### config.mk
export PLATFORM = sky130hd
export DESIGN_NAME = strap_reset_control
export DESIGN_NICKNAME = d
export VERILOG_FILES = /design/src/strap_ctrl_pkg.sv /design/src/pin_sync.sv /design/src/strap_reset_control.sv
export SDC_FILE = /design/constraint.sdc
export NUM_CORES = 1
export LEC_CHECK = 0
export BUFFER_PORTS_ARGS = -buffer_cell sky130_fd_sc_hd__buf_4
export CAP_MARGIN = 20
export CORE_MARGIN = 3
export CORE_UTILIZATION = 35
export CTS_CLUSTER_DIAMETER = 100
export CTS_CLUSTER_SIZE = 8
export DETAILED_ROUTE_END_ITERATION = 12
export HOLD_SLACK_MARGIN = 0.05
export PLACE_DENSITY_LB_ADDON = 0.15
export SLEW_MARGIN = 20
export SYNTH_ARGS = -nofsm -noshare
export SYNTH_HDL_FRONTEND = slang
export SYNTH_SLANG_ARGS = --single-unit
### constraint.sdc
create_clock -name clk -period 1.6 [get_ports clk]
set_clock_uncertainty 0.1 [all_clocks]
set_input_delay 0.32 -clock clk [delete_from_list [all_inputs] [get_ports clk]]
set_output_delay 0.32 -clock clk [all_outputs]
set_load 0.1 [all_outputs]
### src/strap_ctrl_pkg.sv
// Constants and carrier types shared by the dual UART strap and reset control.
// Assumes a single 100 MHz clock; every pin input is resynchronised before use.

package strap_ctrl_pkg;

  // ****************************************************************
  // Control register fields
  // ****************************************************************
  localparam int MODEM_CTRL_OUT2_BIT = 3;
  localparam int MODEM_CTRL_PRESCALE_BIT = 7;
  localparam int MODEM_CTRL_WIDTH = 8;

  // ****************************************************************
  // Timing
  // ****************************************************************
  localparam int CLK_PERIOD_NS = 10;
  localparam int RESET_MIN_NS = 40;
  // Least time, so round up to whole cycles
  localparam int RESET_MIN_CYC = (RESET_MIN_NS + CLK_PERIOD_NS - 1) / CLK_PERIOD_NS;
  localparam int RESET_CNT_W = 3;
  localparam logic [RESET_CNT_W-1:0] RESET_CNT_LAST = RESET_CNT_W'(RESET_MIN_CYC - 1);
  localparam logic [1:0] DIV4_LAST = 2'h3;

  // ****************************************************************
  // Reset values
  // ****************************************************************
  localparam logic DEV_RESET_INIT = 1'b1;
  localparam logic MCR_OUT2_INIT = 1'b0;
  localparam logic DIV4_INIT = 1'b0;
  localparam logic TX_IDLE = 1'b1;
  localparam logic RX_IDLE = 1'b1;

  // ****************************************************************
  // Types
  // ****************************************************************
  typedef enum logic
  {
    MODE_DIRECTION = 1'b0,
    MODE_STROBE = 1'b1
  } bus_mode_type;

  // Raw host control pins, all active low except a3 and rw_n high-read
  typedef struct packed
  {
    logic rd_n;
    logic wr_n;
    logic cs_a_n;
    logic cs_b_n;
    logic cs_n;
    logic rw_n;
    logic a3;
  } host_pins_type;

  // Decoded per-channel access levels
  typedef struct packed
  {
    logic rd_a;
    logic wr_a;
    logic rd_b;
    logic wr_b;
  } access_type;

endpackage : strap_ctrl_pkg

### src/pin_sync.sv
// Two flip-flop synchroniser for a group of pin inputs.
// Assumes inputs are asynchronous to clk; only the second stage is read outside.
`timescale 1ns/1ps
`default_nettype none

module pin_sync #(
  parameter int WIDTH = 1,
  parameter logic [WIDTH-1:0] INIT = '0
) (
  // Clock and reset
  input wire logic clk,
  input wire logic rst,
  // Data
  input wire logic [WIDTH-1:0] raw,
  output logic [WIDTH-1:0] synced
);

  logic [WIDTH-1:0] meta_q;

  // First stage feeds only the second stage
  always_ff @(posedge clk)
  begin
    if (rst)
    begin
      meta_q <= INIT;
      synced <= INIT;
    end
    else
    begin
      meta_q <= raw;
      synced <= meta_q;
    end
  end

endmodule : pin_sync

`default_nettype wire

### src/strap_reset_control.sv
// Strap, reset-pin and channel B auxiliary pin control of a dual UART.
// Assumes pins arrive asynchronously; control writes come from logic on clk.
`timescale 1ns/1ps
`default_nettype none

module strap_reset_control (
  // Clock and system reset
  input wire logic clk,
  input wire logic rst,
  // Straps and device pins
  input wire logic bus_style_sel,
  input wire logic reset_pin,
  input wire logic prescale_strap,
  input wire logic bus_isolate_sleep,
  input wire logic ring_indicator_b_n,
  input wire strap_ctrl_pkg::host_pins_type host_pins,
  input wire logic [1:0] rx_pin,
  // Serial engine side
  input wire logic [1:0] tx_data,
  input wire logic irq_req_b,
  // Control register writes, index 0 channel A, 1 channel B
  input wire logic [1:0] modem_ctrl_wr,
  input wire logic [strap_ctrl_pkg::MODEM_CTRL_WIDTH-1:0] modem_ctrl_wdata,
  // Device state
  output strap_ctrl_pkg::bus_mode_type bus_mode_q,
  output logic dev_reset_q,
  output strap_ctrl_pkg::access_type access_q,
  output logic [1:0] div4_q,
  output logic [1:0] baud_en_q,
  output logic ri_active_q,
  // Serial pins
  output logic [1:0] tx_pin_q,
  output logic [1:0] rx_data_q,
  // Channel B interrupt and auxiliary pins
  output logic irq_out_b_q,
  output logic irq_out_b_oe_n_q,
  output logic aux_output_b_n_q
);

  // ****************************************************************
  // Pin synchronisation
  // ****************************************************************
  logic style_s;
  logic reset_s;
  logic strap_s;
  logic iso_s;
  logic ri_n_s;
  logic [1:0] rx_s;
  strap_ctrl_pkg::host_pins_type host_s;

  pin_sync #(.WIDTH(7), .INIT(7'h7F)) u_sync_pins (
    .clk(clk),
    .rst(rst),
    .raw({bus_style_sel, reset_pin, prescale_strap, bus_isolate_sleep, ring_indicator_b_n, rx_pin}),
    .synced({style_s, reset_s, strap_s, iso_s, ri_n_s, rx_s})
  );

  // Idle host pins: all strobes and selects high
  pin_sync #(.WIDTH($bits(strap_ctrl_pkg::host_pins_type)), .INIT(7'h7E)) u_sync_host (
    .clk(clk),
    .rst(rst),
    .raw(host_pins),
    .synced(host_s)
  );

  // ****************************************************************
  // Bus style and reset pin
  // ****************************************************************
  logic reset_active;
  logic [strap_ctrl_pkg::RESET_CNT_W-1:0] reset_cnt_q;

  // Polarity of the reset pin follows the style strap
  assign reset_active = style_s ? reset_s : !reset_s;

  // Style strap followed continuously
  always_ff @(posedge clk)
  begin
    if (rst)
      bus_mode_q <= strap_ctrl_pkg::MODE_STROBE;
    else
      bus_mode_q <= style_s ? strap_ctrl_pkg::MODE_STROBE : strap_ctrl_pkg::MODE_DIRECTION;
  end

  // Pulse width filter: shorter glitches do not reset the part
  always_ff @(posedge clk)
  begin
    if (rst || !reset_active)
      reset_cnt_q <= '0;
    else if (reset_cnt_q != strap_ctrl_pkg::RESET_CNT_LAST)
      reset_cnt_q <= reset_cnt_q + 1'b1;
  end

  // Device reset entered after the filter, then held while the pin stays active.
  // Out of rst the synchronisers still show their reset level, so holding here
  // keeps the strap capture open until real pin levels have arrived.
  always_ff @(posedge clk)
  begin
    if (rst)
      dev_reset_q <= strap_ctrl_pkg::DEV_RESET_INIT;
    else
      dev_reset_q <= reset_active && (dev_reset_q || (reset_cnt_q == strap_ctrl_pkg::RESET_CNT_LAST));
  end

  // ****************************************************************
  // Host access decode
  // ****************************************************************
  // Levels only; the bus cycle engine samples these against its own timing
  always_ff @(posedge clk)
  begin
    if (rst || dev_reset_q || iso_s)
      access_q <= '0;
    else if (bus_mode_q == strap_ctrl_pkg::MODE_STROBE)
    begin
      // Both selects low writes both channels at once
      access_q.rd_a <= !host_s.rd_n && !host_s.cs_a_n;
      access_q.wr_a <= !host_s.wr_n && !host_s.cs_a_n;
      access_q.rd_b <= !host_s.rd_n && !host_s.cs_b_n;
      access_q.wr_b <= !host_s.wr_n && !host_s.cs_b_n;
    end
    else
    begin
      // Address line picks the channel in this mode
      access_q.rd_a <= !host_s.cs_n && host_s.rw_n && !host_s.a3;
      access_q.wr_a <= !host_s.cs_n && !host_s.rw_n && !host_s.a3;
      access_q.rd_b <= !host_s.cs_n && host_s.rw_n && host_s.a3;
      access_q.wr_b <= !host_s.cs_n && !host_s.rw_n && host_s.a3;
    end
  end

  // ****************************************************************
  // Prescaler selection and baud enables
  // ****************************************************************
  logic [1:0] div_cnt_q;

  // Strap caught while reset stands; later only software changes it
  always_ff @(posedge clk)
  begin
    if (rst)
      div4_q <= {2{strap_ctrl_pkg::DIV4_INIT}};
    else if (dev_reset_q)
      div4_q <= {2{!strap_s}};
    else
    begin
      for (int ch = 0; ch < 2; ch++)
      begin
        if (modem_ctrl_wr[ch])
          div4_q[ch] <= modem_ctrl_wdata[strap_ctrl_pkg::MODEM_CTRL_PRESCALE_BIT];
      end
    end
  end

  // Shared free-running divide-by-four phase
  always_ff @(posedge clk)
  begin
    if (rst || dev_reset_q)
      div_cnt_q <= '0;
    else
      div_cnt_q <= div_cnt_q + 1'b1;
  end

  // One-cycle enables toward each baud generator
  always_ff @(posedge clk)
  begin
    if (rst || dev_reset_q)
      baud_en_q <= '0;
    else
    begin
      for (int ch = 0; ch < 2; ch++)
        baud_en_q[ch] <= !div4_q[ch] || (div_cnt_q == strap_ctrl_pkg::DIV4_LAST);
    end
  end

  // ****************************************************************
  // Channel B output 2, interrupt and ring input
  // ****************************************************************
  logic out2_b_q;

  // Only channel B has these pins here
  always_ff @(posedge clk)
  begin
    if (rst || dev_reset_q)
      out2_b_q <= strap_ctrl_pkg::MCR_OUT2_INIT;
    else if (modem_ctrl_wr[1])
      out2_b_q <= modem_ctrl_wdata[strap_ctrl_pkg::MODEM_CTRL_OUT2_BIT];
  end

  // Aux pin and interrupt enable share one bit, so aux is not free while the interrupt is used
  always_ff @(posedge clk)
  begin
    if (rst)
    begin
      irq_out_b_oe_n_q <= 1'b1;
      aux_output_b_n_q <= 1'b1;
      irq_out_b_q <= 1'b0;
    end
    else
    begin
      irq_out_b_oe_n_q <= !out2_b_q;
      aux_output_b_n_q <= !out2_b_q;
      irq_out_b_q <= irq_req_b && !dev_reset_q;
    end
  end

  // Ring input is a status bit only; nothing else reads it
  always_ff @(posedge clk)
  begin
    if (rst || dev_reset_q)
      ri_active_q <= 1'b0;
    else
      ri_active_q <= !ri_n_s;
  end

  // ****************************************************************
  // Serial pins
  // ****************************************************************
  always_ff @(posedge clk)
  begin
    if (rst || dev_reset_q)
    begin
      tx_pin_q <= {2{strap_ctrl_pkg::TX_IDLE}};
      rx_data_q <= {2{strap_ctrl_pkg::RX_IDLE}};
    end
    else
    begin
      tx_pin_q <= tx_data;
      rx_data_q <= rx_s;
    end
  end

  // ****************************************************************
  // Assertions
  // ****************************************************************
  ring_status_only_a: assert property (@(posedge clk) disable iff (rst)
    !dev_reset_q && !$past(dev_reset_q) |-> ri_active_q == !$past(ri_n_s))
    else $error("ring status does not follow ring input");

  irq_drive_on_a: assert property (@(posedge clk) disable iff (rst)
    out2_b_q |=> !irq_out_b_oe_n_q && !aux_output_b_n_q)
    else $error("interrupt not driven or aux not low");

  irq_float_off_a: assert property (@(posedge clk) disable iff (rst)
    !out2_b_q |=> irq_out_b_oe_n_q && aux_output_b_n_q)
    else $error("interrupt not floated or aux not high");

  bus_isolate_block_a: assert property (@(posedge clk) disable iff (rst)
    iso_s |=> access_q == '0)
    else $error("host access passed during isolation");

  strobe_mode_decode_a: assert property (@(posedge clk) disable iff (rst)
    bus_mode_q == strap_ctrl_pkg::MODE_STROBE && !iso_s && !dev_reset_q
    |=> access_q.wr_b == (!$past(host_s.wr_n) && !$past(host_s.cs_b_n)))
    else $error("strobe mode write decode wrong");

  dir_mode_decode_a: assert property (@(posedge clk) disable iff (rst)
    bus_mode_q == strap_ctrl_pkg::MODE_DIRECTION && !iso_s && !dev_reset_q
    |=> access_q.rd_a == (!$past(host_s.cs_n) && $past(host_s.rw_n) && !$past(host_s.a3)))
    else $error("direction mode read decode wrong");

  strap_ignored_run_a: assert property (@(posedge clk) disable iff (rst)
    !dev_reset_q && modem_ctrl_wr == 2'h0 |=> $stable(div4_q))
    else $error("prescaler changed without reset or write");

  strap_load_a: assert property (@(posedge clk) disable iff (rst)
    dev_reset_q |=> div4_q == {2{!$past(strap_s)}})
    else $error("strap not loaded during reset");

  div1_every_cycle_a: assert property (@(posedge clk) disable iff (rst)
    !div4_q[0] && !dev_reset_q |=> baud_en_q[0])
    else $error("divide by one missed an enable");

  div4_spacing_a: assert property (@(posedge clk) disable iff (rst || dev_reset_q)
    div4_q[1] && $past(div4_q[1]) && baud_en_q[1] |-> !$past(baud_en_q[1]))
    else $error("divide by four enables too close");

  prescale_override_a: assert property (@(posedge clk) disable iff (rst)
    !dev_reset_q && modem_ctrl_wr[1] |=> div4_q[1] == $past(modem_ctrl_wdata[strap_ctrl_pkg::MODEM_CTRL_PRESCALE_BIT]))
    else $error("software prescaler write not taken");

  reset_filter_a: assert property (@(posedge clk) disable iff (rst)
    reset_active && reset_cnt_q == strap_ctrl_pkg::RESET_CNT_LAST |=> dev_reset_q)
    else $error("reset pin active long enough but no reset");

  reset_release_a: assert property (@(posedge clk) disable iff (rst)
    !reset_active |=> !dev_reset_q)
    else $error("device reset without active pin");

  reset_clears_out2_a: assert property (@(posedge clk) disable iff (rst)
    dev_reset_q |=> !out2_b_q ##1 aux_output_b_n_q)
    else $error("reset did not restore output 2");

  tx_high_reset_a: assert property (@(posedge clk) disable iff (rst)
    dev_reset_q |=> tx_pin_q == 2'h3 && rx_data_q == 2'h3)
    else $error("serial pins not idle during reset");

endmodule : strap_reset_control

`default_nettype wire

==> reports/results.ini <==
[status]
status = finished, final reports clean

[die]
start_util_pct = 36.7
die_w_um = 74.0
core_area_um2 = 4410
die_y_um = 74.0
dieArea_um2 = 5480
ioPinCount = 47
rows = 24

[cts]
cts.sink_count = 51
clkSlewWorstSetupHoldPaths_ns = 0.08
cts_setup_buffers = 0
cts_tree = done
cts-root-buf = clkbuf_8
cts_max_level = 2
ctsResizeCount = 0
cts_made_buffers = 5
postCtsHoldBufs = 0
clockBufferDepth = 2
clk_latency_ns = 0.29

[detailed_routing]
via_per_inst = 4.34
routed_wl_um = 2370
avgRoutedWirePerCell_um = 10.3
drc_errors = 0
top_layer_used = met4
routed-wl-met2_um = 1080
wl_met3_um = 217
drt_pass1_iterations = 2
drt-met1-wl_um = 1040
via_count = 995
detail-route-antenna-nets = 0
drt_iter0_drc = 34

[placement]
gp_congestion = 0.779
portBuffers = 40
dp_slack_ns = 0.259
dp_cells = 221
dp_hpwl_um = 1680

[global_routing]
grt.overflow.total = 0
grt_antenna_before_repair = 0
grt_pass1_vias = 826
grtUsageTotal_pct = 8.96
grt_max_degree = 36
grt_pass1_wl_um = 3710

[pwr]
p_leak_nw = 0.844
p_total_mw = 2.29
powerDensity_nw_per_um2 = 1130
ir_drop_v = 0.000372

[setup_path]
critPathKind = reg -> out
cp_slowest_cell = dfxtp_2
cp_top_family = flip-flops
reg2reg_to = reset_cnt_q[2]
rr_startpoint = reset_cnt_q[0]
startpoint_type = flip-flop
critPathArrivalTime_ns = 1.10
required_ns = 1.18
crit_buf_inv = 1
crit_chain = buf_4
reg2reg_depth = 3
r2r_slack_ns = 0.26
endpoint_kind = output pin
cp_max_fo = 11
crit_start = dev_reset_q
slowest_delay_ns = 0.47

[logic_synthesis]
yosysWarnings = 0
syn_nets = 167
yosysUniqueCellTypes = 29
synthCells = 135
synth-seq-cells = 51
yosysSeqAreaShare_pct = 63.0
synth_area_leader_cell = dfxtp_1
synth_top_flop_cell = dfxtp_1
synth_area_leaders = dfxtp_1 63%, or2_2 8.5%, o21a_1 2.8%
syn_area_um2 = 1620
async_flop_share_pct = 0
synth-edff-count = 0
syn_area_per_cell_um2 = 12.0
netlist.area_leader.share_pct = 63.0

[timing]
fmax_ghz = 0.658
setup_viol = 0
worst_pin_slew_ns = 0.381
fin_crit_sh_pct = 95.0
timing.final.ws_setup_ns = 0.0796
fin_crit_ns = 1.52
rsz0062_at_grt = no
max-slew-margin-rel_pct = 74.6
slew_violations = 0
fin_setup_tns_ns = 0
finalHoldViolCount = 0

[layout]
final_cells = 229
syn_to_final_growth_pct = 25.5
layout-drive-gt1-share_pct = 46.9
final_cell_mix = 49 x dfxtp_1, 41 x buf_4, 22 x or2_2
antenna_cells = 0
fillers = 419
layout_commonest_cell = dfxtp_1
nets = 208

[hold_path]
hold_path_class = in -> reg
min_path_cells = 2
min_to = u_sync_host.meta_q[1]
min_from = host_pins[1]

[run]
cap_violations = 0

## kinds of logic after synthesis
kind of cell	share of synthesized area [%]
AO/OA/AOI/OAI	5.56
buffers and inverters	3.78
XOR/XNOR	1.08
multiplexers	2.63
AND/OR/NAND/NOR	21.6
flip-flops	63.0
adder cells (fa/ha/maj)	2.32
## cells in the mapped netlist, types with 2 or more instances
library cell and count:
dfxtp_1 51, or2_2 22, o21a_1 6, or2_1 6, nor2_2 5, inv_1 4
nor3b_1 4, or3_1 4, clkbuf_1 3, ha_1 3, nor2b_1 3, a21oi_2 2
buf_6 2, mux2i_1 2, nor3_1 2, nor4b_1 2, xor2_1 2
## report_power, final
part	leakage, nW	internal, mW	switching, mW
clock	0.0477	0.300	0.384
sequential	0.419	1.32	0.0308
combinational	0.377	0.100	0.150
total	0.844	1.72	0.565
## sequential cells by signal (all words and copies together), names as in the netlist, 2 cells and up
register,flops
access_q,4
rx_data_q,2
baud_en_q,2
tx_pin_q,2
u_sync_pins.synced,7
div4_q,2
u_sync_host.synced,7
u_sync_pins.meta_q,7
u_sync_host.meta_q,7
div_cnt_q,2
reset_cnt_q,3
## per-stage QoR
stage               utilization (%)  hold slack, ns  instance area (um^2)
floorplan                         -           0.269                  1620
global placement               44.2           0.279                  1950
detailed placement             44.2           0.287                  1950
CTS                            46.1          0.0905                  2030
global route                   46.1          0.0866                  2030
finish                         46.1          0.0995                  2030
## worst max path at each step
| stage | end | slack, ns | depth (start not counted) |
|---|---|---|---|
| 4_1_cts | dev_reset_q | 0.05 | 1 |
| 2_1_floorplan | access_q[2] | 0.02 | 2 |
| 3_3_place_gp | out2_b_q | 0.30 | 3 |
| 6_report | dev_reset_q | 0.08 | 1 |
| 3_5_place_dp | reset_cnt_q[2] | 0.26 | 3 |
| 5_1_grt | dev_reset_q | 0.02 | 1 |
## per-layer routing
layer | track usage (%) | vias to the layer above
met1 | 11.0 | 440
li1 | - | 519
met3 | 4.59 | 6
met2 | 13.0 | 30
met5 | 0 | -
met4 | 4.23 | 0
## area by class of cell
cell class                      count  area [um^2]  area share, %
Sequential cell                    51         1020           50.3
Multi-Input combinational cell     73          538           26.5
Timing Repair Buffer               41          308           15.1
Clock buffer                        5         68.8           3.38
Tap cell                           52         65.1           3.20
Clock inverter                      3         15.0          0.738
Inverter                            4         15.0          0.738
(Power assumes the default switching activity.)
